<file path="src/shared/itfr_pkg.sv">
// constants for the input terminal function router
package itfr_pkg;
    localparam int NUM_TERM = 7;
    localparam int CODE_W = 14;
    localparam logic [13:0] CODE_NONE = 14'h270f;
    // function codes
    localparam logic [13:0] FN_LOW = 14'h0000;
    localparam logic [13:0] FN_MID = 14'h0001;
    localparam logic [13:0] FN_HIGH = 14'h0002;
    localparam logic [13:0] FN_SECOND = 14'h0003;
    localparam logic [13:0] FN_ALT_CUR = 14'h0004;
    localparam logic [13:0] FN_JOG = 14'h0005;
    localparam logic [13:0] FN_THERMAL = 14'h0007;
    localparam logic [13:0] FN_EXTRA = 14'h0008;
    localparam logic [13:0] FN_CONV_EN = 14'h000a;
    localparam logic [13:0] FN_INTERLOCK = 14'h000c;
    localparam logic [13:0] FN_PID = 14'h000e;
    localparam logic [13:0] FN_BRAKE = 14'h000f;
    localparam logic [13:0] FN_PANEL_EXT = 14'h0010;
    localparam logic [13:0] FN_CTRL_SW = 14'h0012;
    localparam logic [13:0] FN_OUT_STOP = 14'h0018;
    localparam logic [13:0] FN_SELF_HOLD = 14'h0019;
    localparam logic [13:0] FN_FWD = 14'h003c;
    localparam logic [13:0] FN_REV = 14'h003d;
    localparam logic [13:0] FN_RESET = 14'h003e;
    localparam logic [13:0] FN_PANEL_NET = 14'h0041;
    localparam logic [13:0] FN_EXT_NET = 14'h0042;
    localparam logic [13:0] FN_CMD_SRC = 14'h0043;
    // reset codes per terminal
    localparam logic [13:0] RST_CODE [NUM_TERM] = '{14'h003c, 14'h003d, 14'h0000, 14'h0001,
        14'h0002, 14'h0018, 14'h003e};
    // settings
    localparam logic [1:0] REMOTE_OFF = 2'h0;
    localparam logic [3:0] OPMODE_INTERLOCK = 4'h7;
    // timing
    localparam int CLK_HZ = 40000000;
    localparam int FAST_US = 2000;
    localparam int SLOW_US = 20000;
    localparam int FAST_CYC = FAST_US * (CLK_HZ / 1000000);
    localparam int SLOW_CYC = SLOW_US * (CLK_HZ / 1000000);
    localparam int FILT_SAMPLES = 4;
endpackage

</file>
<file path="src/shared/itfr_tick_if.sv">
// divider ticks shared between router and divider
`timescale 1ns/1ps
`default_nettype none
interface itfr_tick_if;
    logic fast_tick;
    logic slow_tick;
    modport src (output fast_tick, output slow_tick);
    modport dst (input fast_tick, input slow_tick);
endinterface
`default_nettype wire

</file>
<file path="src/hw/itfr_tick_div.sv">
// divider producing sampling enables for the terminal filters
`timescale 1ns/1ps
`default_nettype none
module itfr_tick_div #(
    parameter int FAST_DIV = 100,
    parameter int SLOW_DIV = 1000
) (
    input wire logic clk_sys_in,
    input wire logic rstn_in,
    itfr_tick_if.src tick
);
    logic [31:0] fast_cnt_q, fast_cnt_d;
    logic [31:0] slow_cnt_q, slow_cnt_d;

    always_comb begin
        fast_cnt_d = (fast_cnt_q == 32'(FAST_DIV - 1)) ? 32'h0 : fast_cnt_q + 32'h1;
        slow_cnt_d = (slow_cnt_q == 32'(SLOW_DIV - 1)) ? 32'h0 : slow_cnt_q + 32'h1;
    end

    always_ff @(posedge clk_sys_in or negedge rstn_in) begin
        if (!rstn_in) begin
            fast_cnt_q <= 32'h0;
            slow_cnt_q <= 32'h0;
        end else begin
            fast_cnt_q <= fast_cnt_d;
            slow_cnt_q <= slow_cnt_d;
        end
    end

    assign tick.fast_tick = (fast_cnt_q == 32'(FAST_DIV - 1));
    assign tick.slow_tick = (slow_cnt_q == 32'(SLOW_DIV - 1));
endmodule
`default_nettype wire

</file>
<file path="src/hw/itfr_router.sv">
// input terminal function router top
`timescale 1ns/1ps
`default_nettype none
module itfr_router #(
    parameter int NUM_TERM = itfr_pkg::NUM_TERM,
    parameter int FAST_CYC = itfr_pkg::FAST_CYC,
    parameter int SLOW_CYC = itfr_pkg::SLOW_CYC
) (
    input wire logic clk_sys_in,
    input wire logic rstn_in,
    input wire logic [NUM_TERM-1:0] terminal_in,
    input wire logic code_wr_in,
    input wire logic [2:0] code_idx_in,
    input wire logic [13:0] code_data_in,
    input wire logic [1:0] remote_function_setting_in,
    input wire logic stop_on_contact_setting_in,
    input wire logic [3:0] operation_mode_setting_in,
    input wire logic drive_running_in,
    output logic [NUM_TERM*14-1:0] codes_out,
    output logic low_speed_step_out,
    output logic middle_speed_step_out,
    output logic high_speed_step_out,
    output logic extra_speed_bit_out,
    output logic [3:0] preset_speed_out,
    output logic jog_out,
    output logic [1:0] speed_source_out,
    output logic remote_clear_out,
    output logic remote_decrement_out,
    output logic remote_increment_out,
    output logic [1:0] stop_on_contact_sel_out,
    output logic second_set_select_out,
    output logic alt_current_input_select_out,
    output logic voltage_ref_valid_out,
    output logic external_thermal_trip_out,
    output logic converter_run_enable_out,
    output logic panel_external_interlock_out,
    output logic process_loop_enable_out,
    output logic brake_open_done_out,
    output logic panel_external_switch_out,
    output logic vf_control_out,
    output logic output_stop_input_out,
    output logic start_self_hold_out,
    output logic forward_run_cmd_out,
    output logic reverse_run_cmd_out,
    output logic drive_fault_reset_out,
    output logic panel_network_switch_out,
    output logic external_network_switch_out,
    output logic command_source_switch_out
);
    // ------------------------------------------------------------
    // sampling enables
    // ------------------------------------------------------------
    itfr_tick_if tick ();

    itfr_tick_div #(
        .FAST_DIV(FAST_CYC / itfr_pkg::FILT_SAMPLES),
        .SLOW_DIV(SLOW_CYC / itfr_pkg::FILT_SAMPLES)
    ) u_div (
        .clk_sys_in(clk_sys_in),
        .rstn_in(rstn_in),
        .tick(tick)
    );

    // ------------------------------------------------------------
    // code storage
    // ------------------------------------------------------------
    logic [13:0] code_q [NUM_TERM];
    logic [13:0] code_d [NUM_TERM];

    always_comb begin
        for (int i = 0; i < NUM_TERM; i++) begin
            code_d[i] = code_q[i];
        end
        if (code_wr_in && (int'(code_idx_in) < NUM_TERM)) begin
            code_d[code_idx_in] = code_data_in;
        end
    end

    always_ff @(posedge clk_sys_in or negedge rstn_in) begin
        if (!rstn_in) begin
            for (int i = 0; i < NUM_TERM; i++) begin
                code_q[i] <= itfr_pkg::RST_CODE[i];
            end
        end else begin
            for (int i = 0; i < NUM_TERM; i++) begin
                code_q[i] <= code_d[i];
            end
        end
    end

    // ------------------------------------------------------------
    // synchronise and filter terminals
    // ------------------------------------------------------------
    logic [NUM_TERM-1:0] sync1_q, sync2_q;
    logic [NUM_TERM-1:0] fast_q, fast_d, slow_q, slow_d;
    logic [NUM_TERM-1:0] fast_hist_q [2], fast_hist_d [2];
    logic [NUM_TERM-1:0] slow_hist_q [2], slow_hist_d [2];

    // two sampled agreements accept a level
    always_comb begin
        fast_hist_d = fast_hist_q;
        slow_hist_d = slow_hist_q;
        fast_d = fast_q;
        slow_d = slow_q;
        if (tick.fast_tick) begin
            fast_hist_d[0] = sync2_q;
            fast_hist_d[1] = fast_hist_q[0];
            for (int i = 0; i < NUM_TERM; i++) begin
                if (fast_hist_q[0][i] == fast_hist_q[1][i]) begin
                    fast_d[i] = fast_hist_q[0][i];
                end
            end
        end
        if (tick.slow_tick) begin
            slow_hist_d[0] = sync2_q;
            slow_hist_d[1] = slow_hist_q[0];
            for (int i = 0; i < NUM_TERM; i++) begin
                if (slow_hist_q[0][i] == slow_hist_q[1][i]) begin
                    slow_d[i] = slow_hist_q[0][i];
                end
            end
        end
    end

    always_ff @(posedge clk_sys_in or negedge rstn_in) begin
        if (!rstn_in) begin
            sync1_q <= '0;
            sync2_q <= '0;
            fast_q <= '0;
            slow_q <= '0;
            fast_hist_q <= '{default: '0};
            slow_hist_q <= '{default: '0};
        end else begin
            sync1_q <= terminal_in;
            sync2_q <= sync1_q;
            fast_q <= fast_d;
            slow_q <= slow_d;
            fast_hist_q <= fast_hist_d;
            slow_hist_q <= slow_hist_d;
        end
    end

    // ------------------------------------------------------------
    // function decode
    // ------------------------------------------------------------
    function automatic logic fn_or(input logic [13:0] fn, input logic [NUM_TERM-1:0] lv);
        logic r;
        r = 1'b0;
        for (int i = 0; i < NUM_TERM; i++) begin
            if (code_q[i] == fn && code_q[i] != itfr_pkg::CODE_NONE) begin
                r = r | lv[i];
            end
        end
        return r;
    endfunction

    function automatic logic fn_used(input logic [13:0] fn);
        logic r;
        r = 1'b0;
        for (int i = 0; i < NUM_TERM; i++) begin
            r = r | (code_q[i] == fn);
        end
        return r;
    endfunction

    logic f_low, f_mid, f_high, f_second, f_ctrl, f_stop, f_conv, f_lock, f_jog, f_extra, f_pid;
    logic f_thermal_open, remote_on, soc_on, vf_q, vf_d;
    logic [3:0] preset;
    logic [1:0] speed_src;

    always_comb begin
        f_low = fn_or(itfr_pkg::FN_LOW, slow_q);
        f_mid = fn_or(itfr_pkg::FN_MID, slow_q);
        f_high = fn_or(itfr_pkg::FN_HIGH, slow_q);
        f_second = fn_or(itfr_pkg::FN_SECOND, slow_q);
        f_ctrl = fn_or(itfr_pkg::FN_CTRL_SW, slow_q);
        f_jog = fn_or(itfr_pkg::FN_JOG, slow_q);
        f_extra = fn_or(itfr_pkg::FN_EXTRA, slow_q);
        f_pid = fn_or(itfr_pkg::FN_PID, slow_q);
        // fast path for stop and run enable
        f_stop = fn_or(itfr_pkg::FN_OUT_STOP, fast_q);
        f_conv = fn_used(itfr_pkg::FN_CONV_EN) ? fn_or(itfr_pkg::FN_CONV_EN, fast_q) : 1'b0;
        f_lock = fn_or(itfr_pkg::FN_INTERLOCK, slow_q);
        f_thermal_open = fn_used(itfr_pkg::FN_THERMAL) & fn_or(itfr_pkg::FN_THERMAL, ~slow_q);
        remote_on = (remote_function_setting_in != itfr_pkg::REMOTE_OFF);
        soc_on = stop_on_contact_setting_in;
        // four bits pick one of fifteen
        preset = {f_extra, f_high, f_mid, f_low};
        if (remote_on) begin
            preset[2:0] = 3'h0;
        end
        if (soc_on) begin
            preset[0] = 1'b0;
        end
        if (f_jog) begin
            speed_src = 2'h3;
        end else if (preset != 4'h0) begin
            speed_src = 2'h2;
        end else if (f_pid) begin
            speed_src = 2'h1;
        end else begin
            speed_src = 2'h0;
        end
        // method only follows switch when stopped
        vf_d = drive_running_in ? vf_q : f_ctrl;
    end

    always_ff @(posedge clk_sys_in or negedge rstn_in) begin
        if (!rstn_in) begin
            vf_q <= 1'b0;
        end else begin
            vf_q <= vf_d;
        end
    end

    // ------------------------------------------------------------
    // registered outputs
    // ------------------------------------------------------------
    logic [31:0] out_d, out_q;

    always_comb begin
        out_d = '0;
        out_d[0] = ~remote_on & ~soc_on & f_low;
        out_d[1] = ~remote_on & f_mid;
        out_d[2] = ~remote_on & f_high;
        out_d[3] = remote_on & ~soc_on & f_low;
        out_d[4] = remote_on & f_mid;
        out_d[5] = remote_on & f_high;
        out_d[6] = soc_on & f_low;
        out_d[7] = soc_on & f_second;
        out_d[8] = (~soc_on & f_second) | f_ctrl;
        // alt current input voids voltage ref
        out_d[9] = fn_or(itfr_pkg::FN_ALT_CUR, slow_q);
        out_d[10] = ~out_d[9];
        out_d[11] = f_thermal_open;
        out_d[12] = fn_used(itfr_pkg::FN_CONV_EN) ? f_conv : f_stop;
        // output stop shares interlock in mode 7 when no terminal has interlock
        out_d[13] = (operation_mode_setting_in == itfr_pkg::OPMODE_INTERLOCK &&
                     !fn_used(itfr_pkg::FN_INTERLOCK)) ? f_stop : f_lock;
        out_d[14] = f_pid;
        out_d[15] = fn_or(itfr_pkg::FN_BRAKE, slow_q);
        out_d[16] = fn_or(itfr_pkg::FN_PANEL_EXT, slow_q);
        out_d[17] = vf_q;
        out_d[18] = f_stop;
        out_d[19] = fn_or(itfr_pkg::FN_SELF_HOLD, slow_q);
        out_d[20] = fn_or(itfr_pkg::FN_FWD, slow_q);
        out_d[21] = fn_or(itfr_pkg::FN_REV, slow_q);
        out_d[22] = fn_or(itfr_pkg::FN_RESET, slow_q);
        out_d[23] = fn_or(itfr_pkg::FN_PANEL_NET, slow_q);
        out_d[24] = fn_or(itfr_pkg::FN_EXT_NET, slow_q);
        out_d[25] = fn_or(itfr_pkg::FN_CMD_SRC, slow_q);
        out_d[26] = f_jog;
        out_d[27] = ~remote_on & f_extra;
        out_d[31:28] = speed_src == 2'h2 ? preset : 4'h0;
    end

    logic [1:0] src_q;

    always_ff @(posedge clk_sys_in or negedge rstn_in) begin
        if (!rstn_in) begin
            out_q <= 32'h0000_0400;
            src_q <= 2'h0;
        end else begin
            out_q <= out_d;
            src_q <= speed_src;
        end
    end

    // ------------------------------------------------------------
    // port mapping
    // ------------------------------------------------------------
    generate
        for (genvar g = 0; g < NUM_TERM; g++) begin : g_codes
            assign codes_out[g*14 +: 14] = code_q[g];
        end
    endgenerate

    assign low_speed_step_out = out_q[0];
    assign middle_speed_step_out = out_q[1];
    assign high_speed_step_out = out_q[2];
    assign remote_clear_out = out_q[3];
    assign remote_decrement_out = out_q[4];
    assign remote_increment_out = out_q[5];
    assign stop_on_contact_sel_out = out_q[7:6];
    assign second_set_select_out = out_q[8];
    assign alt_current_input_select_out = out_q[9];
    assign voltage_ref_valid_out = out_q[10];
    assign external_thermal_trip_out = out_q[11];
    assign converter_run_enable_out = out_q[12];
    assign panel_external_interlock_out = out_q[13];
    assign process_loop_enable_out = out_q[14];
    assign brake_open_done_out = out_q[15];
    assign panel_external_switch_out = out_q[16];
    assign vf_control_out = out_q[17];
    assign output_stop_input_out = out_q[18];
    assign start_self_hold_out = out_q[19];
    assign forward_run_cmd_out = out_q[20];
    assign reverse_run_cmd_out = out_q[21];
    assign drive_fault_reset_out = out_q[22];
    assign panel_network_switch_out = out_q[23];
    assign external_network_switch_out = out_q[24];
    assign command_source_switch_out = out_q[25];
    assign jog_out = out_q[26];
    assign extra_speed_bit_out = out_q[27];
    assign preset_speed_out = out_q[31:28];
    assign speed_source_out = src_q;
endmodule
`default_nettype wire

</file>
<file path="config.mk">
export PLATFORM = sky130hd
export DESIGN_NAME = itfr_router
export DESIGN_NICKNAME = d
export VERILOG_FILES = /design/src/shared/itfr_pkg.sv /design/src/shared/itfr_tick_if.sv /design/src/hw/itfr_tick_div.sv /design/src/hw/itfr_router.sv
export SDC_FILE = /design/constraint.sdc
export NUM_CORES = 1
export LEC_CHECK = 0
export ABC_AREA = 0
export BUFFER_PORTS_ARGS = -buffer_cell sky130_fd_sc_hd__buf_2
export CAP_MARGIN = 15
export CORE_ASPECT_RATIO = 1.2
export CORE_MARGIN = 4
export CORE_UTILIZATION = 42
export DETAILED_ROUTE_END_ITERATION = 8
export PLACE_DENSITY_LB_ADDON = 0.05
export SYNTH_ARGS = -nofsm -noshare
export SYNTH_HDL_FRONTEND = slang
export SYNTH_SLANG_ARGS = --single-unit
</file>
<file path="constraint.sdc">
create_clock -name clk_sys_in -period 2.3 [get_ports clk_sys_in]
set_clock_uncertainty 0.05 [all_clocks]
set_input_delay 0.23 -clock clk_sys_in [delete_from_list [all_inputs] [get_ports clk_sys_in]]
set_output_delay 0.23 -clock clk_sys_in [all_outputs]
set_load 0.02 [all_outputs]
</file>
## Yosys cells after proc, flatten, opt, wreduce, memory -nomap -nowiden

Cells that the tools add are included.

| operators by class | value |
|---|---|
| muxes and demuxes | 167 |
| $add $sub $neg | 2 |
| reduce and logical (&&, ||, !) cells | 181 |
| bitwise operators | 169 |
| $lt $le $gt $ge | 3 |
| eq/ne operators | 172 |

Operators with widths:

| operator | count |
|---|---|
| == test 14 x 4 -> 1 bit, second input constant | 35 |
| == test 14 x 5 -> 1 bit, second input constant | 28 |
| == test 14 x 3 -> 1 bit, second input constant | 21 |
| == test 14 x 6 -> 1 bit, second input constant | 21 |
| == test 14 x 7 -> 1 bit, second input constant | 21 |
| == test 14 x 2 -> 1 bit, second input constant | 14 |
| 2-to-1 mux 1 bit | 158 |
| logical AND 1 bit | 157 |
| bitwise OR 1 bit | 151 |
| bitwise mux 98 bit | 1 |
| == test 14 x 1 -> 1 bit, second input constant | 7 |
| logical NOT 14 bit | 7 |
| inequality test 14 bit, second input constant | 7 |
| adder 32 x 1 -> 32 bit, second input constant | 2 |
| 2-to-1 mux 32 bit | 2 |
| demux 14 bit (select 3 bit) | 1 |
| == test 32 x 15 -> 1 bit, second input constant | 1 |
| == test 32 x 18 -> 1 bit, second input constant | 1 |
| AND reduction 2 bit | 14 |
| == test 1 bit | 14 |
| 2-to-1 mux 14 bit | 1 |
| bitwise AND 1 bit | 13 |
| NOT 7 bit | 1 |
| == test 4 x 3 -> 1 bit, second input constant | 1 |
| other kinds (12) | 15 |

| storage, ports and cells | value |
|---|---|
| flip-flop bits (word level) | 253 |
| output and inout port bits | 132 |

## Depth between registers and ports, before layout

Gate-level depths: netlist of run 1.

| logic depth | value |
|---|---|
| word-level depth | 22 |
| mapped depth | 8 |
| depth with buffers taken out | 7 |

## Cells and area by module

A second synthesis of run 1 with hierarchy kept.

| second synthesis, totals | value |
|---|---|
| cells, all modules | 1122 |
| area total of the unflattened synthesis | 12406.9 µm² |

By module, submodules not included:

| module | cells each | instances | sequential area each (µm²) | area each (µm²) |
|---|---|---|---|---|
| itfr_router | 839 | 1 | 4753.3 | 9295.2 |
| itfr_tick_div | 283 | 1 | 1601.5 | 3111.7 |

## Worst setup path before layout of run 1

No wires, ideal clock.

| path | value |
|---|---|
| path type | reg-to-reg |
| from | register code_q (netlist bit codes_out[5]) |
| to | register src_q[1] (netlist: speed_source_out[1]) |
| buffers on the path | 0 |
| arrival | 2.040 ns |
| path slack | 0.072 ns |
| setup time | 0.139 ns |
| required time | 2.111 ns |
| cell stages (with the launch flop) | 7 |
| path through | dfstp_2 > or4b_1 > or4_1 > o32ai_1 > nor4_1 > o22ai_2 > or4_1 |

| between the ends | value |
|---|---|
| longest elaborated chain between the ends | 20 |
| elaborated cells between the ends (all ways) | 81 |

Ends and longest elaborated chain:

| what | line | text |
|---|---|---|
| start: declaration | itfr_router.sv:67 | `logic [13:0] code_q [NUM_TERM];` |
| start signal: indexed assignment | itfr_router.sv:82 | `code_q[i] <= itfr_pkg::RST_CODE[i];` |
| start signal: indexed assignment | itfr_router.sv:86 | `code_q[i] <= code_d[i];` |
| inequality test 14 bit / logical NOT 14 bit (equally long branches) | itfr_router.sv:150 | `if (code_q[i] == fn && code_q[i] != itfr_pkg::CODE_NONE) begin` |
| logical AND 1 bit | itfr_router.sv:150 |  |
| 2-to-1 mux 1 bit | itfr_router.sv:150 |  |
| bitwise OR 1 bit | itfr_router.sv:151 | `r = r \| lv[i];` |
| 2-to-1 mux 1 bit | itfr_router.sv:150 |  |
| bitwise OR 1 bit | itfr_router.sv:151 |  |
| 2-to-1 mux 1 bit | itfr_router.sv:150 |  |
| bitwise OR 1 bit | itfr_router.sv:151 |  |
| (+5 left out) | - |  |
| bitwise OR 1 bit | itfr_router.sv:151 |  |
| 2-to-1 mux 1 bit | itfr_router.sv:150 |  |
| 2-to-1 mux 3 bit | itfr_router.sv:189 | `if (remote_on) begin` |
| 2-to-1 mux 1 bit | itfr_router.sv:192 | `if (soc_on) begin` |
| nonzero test 4 bit | itfr_router.sv:197 | `end else if (preset != 4'h0) begin` |
| 2-to-1 mux 2 bit | itfr_router.sv:197 |  |
| 2-to-1 mux 2 bit (*) | itfr_router.sv:195 | `if (f_jog) begin` |
| named net speed_src[1] | itfr_router.sv:169 | `logic [1:0] speed_src;` |
| end signal: assignment | itfr_router.sv:265 | `src_q <= speed_src;` |
| end: declaration | itfr_router.sv:257 | `logic [1:0] src_q;` |

Mark *: on every way through the listed nets, which the timed path passes. The rest lies on a longest branch.
A chain may end at the register's enable or synchronous reset.

## Worst setup path after layout of run 1

| path | value |
|---|---|
| from | register code_q (netlist bit codes_out[64]) |
| to | register src_q[1] (netlist: speed_source_out[1]) |

| between the ends | value |
|---|---|
| longest elaborated chain between the ends | 12 |
| elaborated cells between the ends (all ways) | 41 |

Ends and longest elaborated chain:

| what | line |
|---|---|
| inequality test 14 bit / logical NOT 14 bit (equally long branches) | itfr_router.sv:150 |
| logical AND 1 bit | itfr_router.sv:150 |
| 2-to-1 mux 1 bit | itfr_router.sv:150 |
| bitwise OR 1 bit | itfr_router.sv:151 |
| 2-to-1 mux 1 bit | itfr_router.sv:150 |
| bitwise OR 1 bit | itfr_router.sv:151 |
| 2-to-1 mux 1 bit | itfr_router.sv:150 |
| 2-to-1 mux 3 bit | itfr_router.sv:189 |
| 2-to-1 mux 1 bit | itfr_router.sv:192 |
| nonzero test 4 bit | itfr_router.sv:197 |
| 2-to-1 mux 2 bit | itfr_router.sv:197 |
| 2-to-1 mux 2 bit (*) | itfr_router.sv:195 |
| named net speed_src[1] | itfr_router.sv:169 |

Marked as above.

==> results of run 1 <==
-- cell usage after synthesis (all sizes together) (3+ instances only) --
| cell | instances | area (sq um) |
|---|---|---|
| nor4b | 14 | 123 |
| nor3b | 6 | 45.0 |
| o21ai | 33 | 165 |
| or4b | 3 | 30.0 |
| a21oi | 24 | 120 |
| or2b | 3 | 23.8 |
| nand3 | 57 | 285 |
| buf | 16 | 105 |
| nor2 | 99 | 372 |
| a2111oi | 3 | 26.3 |
| o2111ai | 3 | 32.5 |
| clkbuf | 11 | 51.3 |
| nor2b | 14 | 87.6 |
| xor2 | 28 | 245 |
| and3 | 15 | 93.8 |
| xnor2 | 29 | 254 |
| o41ai | 4 | 35.0 |
| dfrtp | 234 | 5860 |
| nand2b | 19 | 119 |
| nor4 | 47 | 398 |
| o221ai | 4 | 35.0 |
| nand4 | 47 | 307 |
| o22ai | 13 | 87.6 |
| a31oi | 3 | 18.8 |
| dfstp | 19 | 499 |
| or2 | 3 | 18.8 |
| nand4b | 7 | 61.3 |
| or3 | 5 | 31.3 |
| nand3b | 7 | 56.3 |
| nand2 | 108 | 405 |
| and2 | 14 | 87.6 |
| and4 | 8 | 70.1 |
| and3b | 3 | 26.3 |
| inv | 30 | 113 |
| nor3 | 43 | 215 |
| mux2 | 112 | 1260 |
| or4 | 12 | 93.8 |
| o32ai | 10 | 87.6 |
-- power groups by stage --
stage / clock network, W / logic, W / registers (W)
final: 0.00458 / 0.00338 / 0.00536
after global routing: 0.00485 / 0.00361 / 0.00543
after CTS: 0.00469 / 0.00330 / 0.00535
after detailed placement: 0 / 0.00325 / 0.00541
after global placement: 0 / 0.00325 / 0.00539
after floorplan: 0 / 0.000883 / 0.00591
-- layout make-up --
type                            count  share of cell area [%]
Timing Repair Buffer              434                    17.9
Tap cell                          385                    2.88
Inverter                           30                   0.673
Clock inverter                     12                    1.11
Clock buffer                       37                    4.50
Sequential cell                   253                    38.0
Multi-Input combinational cell    830                    35.0
-- what timing repair did --
item | in CTS | in global routing
gates resized for setup | 13 | 32
hold endpoints to repair | 108 | 0
setup endpoints to repair | 10 | 27
buffers inserted | 0 | 8
hold buffers | 20 | 0
pin swaps | 6 | 17
-- state kept, by name, indices dropped and copies added, names as in the netlist --
signal / count
codes_out: 98
out_q: 32
u_div.fast_cnt_q: 32
u_div.slow_cnt_q: 32
fast_hist_q: 14
slow_hist_q: 14
fast_q: 7
slow_q: 7
sync1_q: 7
sync2_q: 7
speed_source_out: 2
vf_q: 1
-- layer usage --
metal / global-route usage (%) / up-vias / share of wire (%) / wire length (um)
met5: 0 / - / 0 / 0
met4: 11.0 / 0 / 4.9 / 2150
met3: 4.48 / 103 / 5.7 / 2500
met2: 43.1 / 367 / 46 / 20100
met1: 37.3 / 5355 / 43 / 18800
li1: - / 5077 / - / -
-- cells in the final DEF, fill, tap and decap left out, drive strengths merged, types with 8 or more instances in the layout --
cell,n
o22ai,13
dfstp,19
nand3,57
nor4b,14
dfrtp,234
nor2b,14
nand4,47
nor3,43
dlygate4sd3,20
or4,12
a21oi,24
clkbuf,37
mux2,112
xor2,28
inv,31
and4,8
nor4,47
nor2,99
and2,14
buf,414
and3,15
nand2b,19
o21ai,33
nand2,108
o32ai,10
xnor2,29
-- kinds of logic (layout without fill, tap and decap cells) --
group                    count (synthesis)  count (layout)  share of synthesized area [%]
adder cells (fa/ha/maj)                  2               2                          0.205
flip-flops                             253             253                           52.0
AND/OR/NAND/NOR                        536             536                           24.3
XOR/XNOR                                57              57                           4.08
multiplexers                           113             113                           10.4
AO/OA/AOI/OAI                          122             122                           6.87
buffers and inverters                   57             513                           2.20
-- stage by stage --
step / power (W) / area, sq um / cells
floorplan: 0.00680 / 12200 / 1140
global placement: 0.00863 / 15300 / 1904
detailed placement: 0.00866 / 15300 / 1904
CTS: 0.0133 / 16500 / 1973
global route: 0.0139 / 16700 / 1981
finish: 0.0133 / 16700 / 1981
-- worst max-delay path: stages, from the launching register on --
cell	delay, ns
sky130_fd_sc_hd__dfrtp_1	0.37
sky130_fd_sc_hd__nor4_2	0.07
sky130_fd_sc_hd__buf_4	0.14
sky130_fd_sc_hd__and3_2	0.26
sky130_fd_sc_hd__buf_4	0.16
sky130_fd_sc_hd__nand4_1	0.11
sky130_fd_sc_hd__o2111ai_2	0.16
sky130_fd_sc_hd__a211o_1	0.34
sky130_fd_sc_hd__or4_1	0.53
-- how the worst min path moves through the flow --
| stage | to | start | slack [ns] | depth (start not counted) |
|---|---|---|---|---|
| finish | codes_out[84] | code_data_in[0] | 0.03 | 2 |
| global route | codes_out[84] | code_data_in[0] | 0.03 | 2 |
| CTS | codes_out[84] | code_data_in[0] | 0.006 | 2 |
| detailed placement | vf_q | rstn_in | 0.21 | 1 |
| global placement | out_q[17] | rstn_in | 0.21 | 1 |
| floorplan | codes_out[0] | rstn_in | -0.12 | 0 |
==> parameters.txt, run 1 <==
Parameter                              Value

Status
  Status ... complete, but fails checks
  Violations in the final reports ... setup timing

Logic synthesis
  Total nets after synthesis ... 1177
  Register area share after synthesis ... 52.0%
  Cell area after synthesis ... 12200 sq um
  Number of cells produced by synthesis ... 1140
  Fraction of synthesis flops using an asynchronous set or reset pin ... 100%
  Syn_area_per_cell ... 10.7 sq um
  Total of flip-flops plus latches after synthesis ... 253
  Number of flops mapped to enable cells by yosys ... 0
  Warnings, synthesis ... 0
  Dominant synthesized flop cell ... sky130_fd_sc_hd__dfrtp_1
  Yosys cell types ... 74

Final layout
  Final Core Density ... 58.2%
  Number of fill cells in the layout ... 2587
  Number of antenna repair diodes ... 0
  Count of nets after finishing ... 1613
  Area growth from synthesis to layout ... 36.8%
  Reg area ... 6360 sq um
  Multi-input logic area ... 5850 sq um
  Share of post-route cells with drive strength above 1 ... 40.9%

Placement
  HPWL after detailed placement ... 34200 um
  Placement-stage worst setup slack ... -0.196 ns
  Port bufs ... 166
  Final Wtd Congestion ... 1.07

CTS
  Clock tree from TritonCTS ... built
  Latest clock arrival within the worst-skew pair ... 0.56 ns
  Number of clock sinks seen by CTS ... 253
  Root Driver ... sky130_fd_sc_hd__clkbuf_16
  Worst-path clk slew ... 0.06 ns
  Maximum buffer depth of the clock tree ... 3
  Clock H-tree levels ... 1
  Total clock buffers created by CTS ... 27

Timing
  Relative max-transition margin ... 56.6%
  Hold Violations, Final ... 0
  Final Max Tran Viols ... 0
  RSZ-0062 raised after global routing ... true
  Shortest period the worst path allows ... 2.32 ns
  Post-layout worst setup margin ... -0.0225 ns
  Final setup vio count ... 1
  Maximum achievable frequency ... 431 MHz
  Final critical-path share of the clock period ... 101%
  Slew @ Worst Pin ... 0.652 ns
  Hold Slack ... 0.0334 ns
  Total Negative Setup Slacks ... -0.0225 ns

Worst setup path
  Startpoint types ... flop
  Critical path class ... flop to flop
  Setup slack, reg-to-reg ... -0.02 ns
  Crit path required time ... 2.67 ns
  Startpoint of the worst-slack reg-to-reg timing path ... codes_out[64]
  Largest fanout on the critical path ... 7
  Arrival time reported for the critical path endpoint ... 2.70 ns
  End of the worst register-to-register path ... speed_source_out[1]
  Crit path capture type ... flop
  Start point of the critical path ... codes_out[64]
  Endpoint of the most critical setup path ... speed_source_out[1]
  Cell count of the worst reg-to-reg path ... 8

Global routing
  All-layer global routing usage ... 27.2%
  Global-route wire length before repair ... 66600 um
  Number of antenna violations at the first check in global routing ... 1
  Pin count of the biggest net entering global routing ... 78
  Vias in the first global route ... 10900
  Total congestion overflow after global routing ... 0

Power
  Sequential cell fraction of total power ... 40.3%
  Part of the total power dissipated in combinational logic ... 25.4%
  Int Power ... 0.00910 W
  Power density of the placed cells ... 796 nW/um^2
  Peak supply drop ... 0.714 mV
  Clk network pwr share ... 34.4%
  Reported leakage power ... 7.67 nW
  Switching Share ... 31.6%
  Switching power ... 0.00421 W

Routing
  Final routed wirelength across all metal layers ... 43500 um
  Average wire per cell in the routed design ... 22.0 um
  DRC errors left ... 0
  Total vias in the final route ... 10900
  Count of TritonRoute iterations in the first routing pass ... 7
  First DRT Iteration DRCs ... 686
  Post-route antenna net violation count ... 0
  DR vias/cell ... 5.50

Job
  Count of maximum capacitance violations ... 0

Floorplanning
  Initial cell density of the core ... 42.5%
  Die span in y ... 195 um
  Core footprint ... 28800 sq um
  Area enclosed by the die boundary ... 31900 sq um
  Site Rows ... 68
  Number of placed I/O pins ... 167
  Die extent in x ... 164 um

Min path
  Type of the worst min-delay path ... input pin to flop
No activity file was read; power rests on OpenSTA's default activity.
==> run 2: changes to the inputs <==
--- a/config.mk
+++ b/config.mk
@@ -8,11 +8,12 @@
 export ABC_AREA = 0
 export BUFFER_PORTS_ARGS = -buffer_cell sky130_fd_sc_hd__buf_2
 export CAP_MARGIN = 15
-export CORE_ASPECT_RATIO = 1.2
 export CORE_MARGIN = 4
 export CORE_UTILIZATION = 42
+export CTS_BUF_LIST = sky130_fd_sc_hd__clkbuf_2 sky130_fd_sc_hd__clkbuf_4 sky130_fd_sc_hd__clkbuf_8
 export DETAILED_ROUTE_END_ITERATION = 8
 export PLACE_DENSITY_LB_ADDON = 0.05
+export REMOVE_ABC_BUFFERS = 1
 export SYNTH_ARGS = -nofsm -noshare
 export SYNTH_HDL_FRONTEND = slang
 export SYNTH_SLANG_ARGS = --single-unit
==> parameters.txt, run 2 (synthesis gave the netlist of run 1 again) <==
Parameter                              Value

Status
  Status ... complete, no violations

Floorplanning
  Area enclosed by the die boundary ... 31900 sq um
  Initial cell density of the core ... 42.6%
  Die extent in x ... 179 um
  Core footprint ... 28700 sq um
  Site Rows ... 62
  Die span in y ... 179 um
  Number of placed I/O pins ... 167

Worst setup path
  Largest fanout on the critical path ... 4
  Arrival time reported for the critical path endpoint ... 2.66 ns
  Setup slack, reg-to-reg ... 0.01 ns
  End of the worst register-to-register path ... out_q[24]
  Cell count of the worst reg-to-reg path ... 7
  Crit path capture type ... flop
  Critical path's top delay family ... simple AND/OR/NAND/NOR gates
  Critical path class ... flop to flop
  Start point of the critical path ... codes_out[3]
  Startpoint types ... flop
  Startpoint of the worst-slack reg-to-reg timing path ... codes_out[3]
  Total buffers and inverters traversed by the critical path ... 1
  Master of the slowest instance on the critical path ... sky130_fd_sc_hd__or4b_2
  Cell chain of the critical path ... buf_4 > nor2_1 > nand4_1 > or4b_2 > o221ai_1 > a311oi_1 > o31ai_1
  Crit path required time ... 2.67 ns
  Logic depth of the worst setup path including buffers ... 7
  Critical path's largest stage delay ... 0.74 ns

Placement
  Post-place instance area ... 15400 sq um
  Final Wtd Congestion ... 1.05
  HPWL after detailed placement ... 34400 um
  Port bufs ... 166

Job
  Count of maximum capacitance violations ... 0

Global routing
  Total congestion overflow after global routing ... 0
  Vias in the first global route ... 11300
  All-layer global routing usage ... 27.9%
  Global-route wire length before repair ... 67500 um
  Number of antenna violations at the first check in global routing ... 0
  Pin count of the biggest net entering global routing ... 81

Timing
  RSZ-0062 raised after global routing ... true
  Final setup vio count ... 0
  Hold Violations, Final ... 0
  Relative max-transition margin ... 55.8%
  Final Max Tran Viols ... 0
  Hold Slack ... 0.0803 ns
  Slew @ Worst Pin ... 0.663 ns
  Maximum achievable frequency ... 437 MHz
  Final critical-path share of the clock period ... 99.5%
  Shortest period the worst path allows ... 2.29 ns
  Total Negative Setup Slacks ... 0 ns

Routing
  First DRT Iteration DRCs ... 831
  Count of TritonRoute iterations in the first routing pass ... 5
  Post-route antenna net violation count ... 0
  Final routed wirelength across all metal layers ... 44400 um
  Total vias in the final route ... 11200
  DR vias/cell ... 5.49
  DRC errors left ... 0
  Average wire per cell in the routed design ... 21.8 um

CTS
  Maximum buffer depth of the clock tree ... 3
  Clock H-tree levels ... 2
  Worst-path clk slew ... 0.06 ns
  Number of clock sinks seen by CTS ... 253
  Latest clock arrival within the worst-skew pair ... 0.57 ns
  Root Driver ... sky130_fd_sc_hd__clkbuf_8
  Total clock buffers created by CTS ... 44
  Clock tree from TritonCTS ... built

Power
  Reported leakage power ... 7.86 nW
  Power density of the placed cells ... 772 nW/um^2
  Peak supply drop ... 0.600 mV

Final layout
  Number of flip-flops in the largest register ... 98
  Multi-input logic area ... 6020 sq um
  Count of nets after finishing ... 1655
  Share of post-route cells with drive strength above 1 ... 44.2%
  Number of fill cells in the layout ... 2570
  Number of antenna repair diodes ... 0
  Reg area ... 6360 sq um
  Commonest cells after routing, fill and taps aside ... sky130_fd_sc_hd__buf_4, sky130_fd_sc_hd__dfrtp_1, sky130_fd_sc_hd__buf_2
  Most common library cell in the layout ignoring fill and taps ... sky130_fd_sc_hd__buf_4
  Final design area excluding fillers ... 17100 sq um
  Final Core Density ... 59.6%
  Area growth from synthesis to layout ... 39.9%

Min path
  Sink of the worst hold path ... codes_out[84]
  Hold Path Stages ... 2
  Type of the worst min-delay path ... input pin to flop
  Hold wc startpoint ... code_data_in[0]
[run 2: cell types whose count changed in the layout (fill, tap and decap cells not counted), sizes merged]
cell / change
buf: +21
bufinv: -4
clkbuf: +37
clkinv: -2
dlygate4sd3: +4
inv: +1
[run 2: final cells by class]
type	instances	share of cell area, %
clock inverters	7	0.278
multi-input cells	830	35.2
clock buffers	74	5.26
flip-flops and latches	253	37.2
inverters	30	0.659
well taps	384	2.81
repair buffers	459	18.6
[run 2: power breakdown]
part | total, W | internal (W) | switching (W)
Sequential | 0.00529 | 0.00490 | 0.000388
Clock | 0.00430 | 0.00247 | 0.00182
Combinational | 0.00362 | 0.00154 | 0.00208
[run 2: worst max-delay path by stage]
stage | to | slack, ns
after global routing | out_q[12] | -0.02
after floorplan | fast_q[6] | -1.23
after CTS | speed_source_out[1] | -0.04
after global placement | speed_source_out[1] | -0.31
after detailed placement | out_q[8] | -0.28
final | out_q[24] | 0.01
[run 2: through the flow]
stage                     instances  worst slack (ns)  total power [W]
after CTS                      2032           -0.0386           0.0132
after detailed placement       1923            -0.277          0.00876
after global placement         1923            -0.309          0.00874
final                          2037            0.0113           0.0132
after global routing           2037           -0.0214           0.0138
after floorplan                1113             -1.23          0.00677
[run 2: layer usage]
metal | share of wire [%] | track usage [%]
met1 | 45 | 39.2
met2 | 45 | 43.8
met3 | 6.2 | 4.81
met4 | 3.9 | 10.1
met5 | 0 | 0
[run 2: what timing repair did]
item,in CTS,in global routing
setup endpoints to repair,11,23
hold endpoints to repair,141,0
gates cloned,0,0
resized for setup,23,58
buffers inserted,4,6
hold buffers,24,0
pin swaps,4,20
==> run 3: changes to the inputs <==
==> constraint.sdc (replaced) <==
create_clock -name clk_sys_in -period 2.8 [get_ports clk_sys_in]
set_clock_uncertainty 0.05 [all_clocks]
set_input_delay 0.28 -clock clk_sys_in [delete_from_list [all_inputs] [get_ports clk_sys_in]]
set_output_delay 0.28 -clock clk_sys_in [all_outputs]
set_load 0.02 [all_outputs]
==> parameters.txt, run 3 (synthesis gave the netlist of run 1 again) <==
Parameter                              Value

Status
  Status ... complete, no violations

Power
  Sequential cell fraction of total power ... 43.8%
  Design Power ... 0.0103 W
  Switching power ... 0.00333 W
  Reported leakage power ... 6.81 nW
  Int Power ... 0.00696 W
  Power density of the placed cells ... 676 nW/um^2
  Switching Share ... 32.4%
  Clk network pwr share ... 35.8%
  Part of the total power dissipated in combinational logic ... 20.4%
  Peak supply drop ... 0.501 mV

Worst setup path
  Most repeated library cell on the critical path ... sky130_fd_sc_hd__or4_1
  Start point of the critical path ... codes_out[5]
  Critical path's largest stage delay ... 0.89 ns
  Cell count of the worst reg-to-reg path ... 6
  Crit path capture type ... flop
  Crit path required time ... 3.18 ns
  Largest fanout on the critical path ... 6
  Startpoint types ... flop
  End of the worst register-to-register path ... speed_source_out[1]
  Endpoint of the most critical setup path ... speed_source_out[1]
  Critical path class ... flop to flop
  Cell chain of the critical path ... or4b_1 > or4_1 > o32ai_1 > nor4_1 > o22ai_2 > or4_1
  Setup slack, reg-to-reg ... 0.13 ns
  Startpoint of the worst-slack reg-to-reg timing path ... codes_out[5]
  Arrival time reported for the critical path endpoint ... 3.05 ns
  Master of the slowest instance on the critical path ... sky130_fd_sc_hd__nor4_1

Job
  Count of maximum capacitance violations ... 0

Final layout
  Area growth from synthesis to layout ... 24.6%
  Commonest cells after routing, fill and taps aside ... sky130_fd_sc_hd__dfrtp_1, sky130_fd_sc_hd__buf_2, sky130_fd_sc_hd__mux2_2
  Count of nets after finishing ... 1458
  Share of post-route cells with drive strength above 1 ... 33.9%
  Number of flip-flops in the largest register ... 98
  Number of antenna repair diodes ... 0
  Final design area excluding fillers ... 15200 sq um
  Final Core Density ... 53.1%
  Number of fill cells in the layout ... 2630
  Most common library cell in the layout ignoring fill and taps ... sky130_fd_sc_hd__dfrtp_1

Floorplanning
  Site Rows ... 62
  Core footprint ... 28700 sq um
  Die span in y ... 179 um
  Die extent in x ... 179 um
  Number of placed I/O pins ... 167
  Initial cell density of the core ... 42.6%
  Area enclosed by the die boundary ... 31900 sq um

CTS
  Worst-path clk slew ... 0.06 ns
  Number of clock sinks seen by CTS ... 253
  Clock tree from TritonCTS ... built
  Root Driver ... sky130_fd_sc_hd__clkbuf_8
  Total setup buffers inserted after CTS ... 0
  Latest clock arrival within the worst-skew pair ... 0.56 ns
  Clock H-tree levels ... 2
  Maximum buffer depth of the clock tree ... 3
  Total clock buffers created by CTS ... 45

Timing
  Final setup vio count ... 0
  Final Max Tran Viols ... 0
  RSZ-0062 raised after global routing ... false
  Maximum achievable frequency ... 374 MHz
  Hold Violations, Final ... 0
  Post-layout worst setup margin ... 0.126 ns
  Relative max-transition margin ... 30.8%
  Shortest period the worst path allows ... 2.67 ns
  Final critical-path share of the clock period ... 95.5%
  Slew @ Worst Pin ... 1.03 ns

Global routing
  Global-route wire length before repair ... 62700 um
  Number of antenna violations at the first check in global routing ... 1
  All-layer global routing usage ... 26.2%
  Pin count of the biggest net entering global routing ... 76
  Total congestion overflow after global routing ... 0
  Vias in the first global route ... 10200

Placement
  Post-place instance area ... 14100 sq um
  Final Wtd Congestion ... 1.05
  HPWL after detailed placement ... 32300 um
  Port bufs ... 166
  Placement-stage worst setup slack ... -0.0579 ns

Routing
  DR vias/cell ... 5.64
  Final routed wirelength across all metal layers ... 41800 um
  DRC errors left ... 0
  First DRT Iteration DRCs ... 558
  Count of TritonRoute iterations in the first routing pass ... 5
  Average wire per cell in the routed design ... 22.7 um
  Post-route antenna net violation count ... 0
  Total vias in the final route ... 10400

Min path
  Type of the worst min-delay path ... input pin to flop
run 3: power by group through the flow:
| stage | Clock (W) | Combinational, W | Sequential [W] |
|---|---|---|---|
| floorplan | 0 | 0.000681 | 0.00488 |
| global placement | 0 | 0.00209 | 0.00453 |
| detailed placement | 0 | 0.00208 | 0.00455 |
| CTS | 0.00382 | 0.00210 | 0.00449 |
| global route | 0.00396 | 0.00223 | 0.00457 |
| finish | 0.00369 | 0.00210 | 0.00451 |
run 3: cell type report:
type / count / area, sq um / share of cell area (%)
Clock inverter: 9 / 82.6 / 0.542
Timing Repair Buffer: 261 / 1650 / 10.8
Sequential cell: 253 / 6360 / 41.7
Tap cell: 384 / 480 / 3.15
Multi-Input combinational cell: 830 / 5630 / 37.0
Inverter: 30 / 113 / 0.739
Clock buffer: 74 / 912 / 5.99
run 3: worst min-delay path by stage:
| stage | from | cells after the start | to |
|---|---|---|---|
| final | remote_function_setting_in[0] | 3 | out_q[27] |
| after global placement | rstn_in | 1 | out_q[27] |
| after floorplan | rstn_in | 0 | codes_out[0] |
| after CTS | code_data_in[6] | 2 | codes_out[90] |
| after detailed placement | rstn_in | 1 | out_q[4] |
| after global routing | code_data_in[10] | 2 | codes_out[80] |
run 3: routing by layer:
layer / GRT usage [%] / routed length (um)
met5: 0 / 13
met4: 10.0 / 1750
met3: 7.02 / 3200
met1: 36.1 / 18600
met2: 39.5 / 18200
run 3: what timing repair did:
action                     CTS  global route
setup endpoints to repair    1             1
gates resized for setup      1             1
hold endpoints to repair    72             0
cloned                       0             0
hold buffers                14             0
run 3: critical path: cells and delay by family (launching register included):
kind | cells | cell delay [ns]
AO/OA/AOI/OAI | 2 | 0.23
AND/OR/NAND/NOR | 4 | 1.70
flip-flops | 1 | 0.57
run 3: per-stage QoR:
step	TNS, ns	cells	hold WS [ns]
2_1_floorplan	-17.75	1113	-0.0656
3_3_place_gp	-0.0939	1744	0.261
3_5_place_dp	-0.0579	1744	0.256
4_1_cts	0	1841	0.00860
5_1_grt	0	1841	0.0348
6_report	0	1841	0.0384
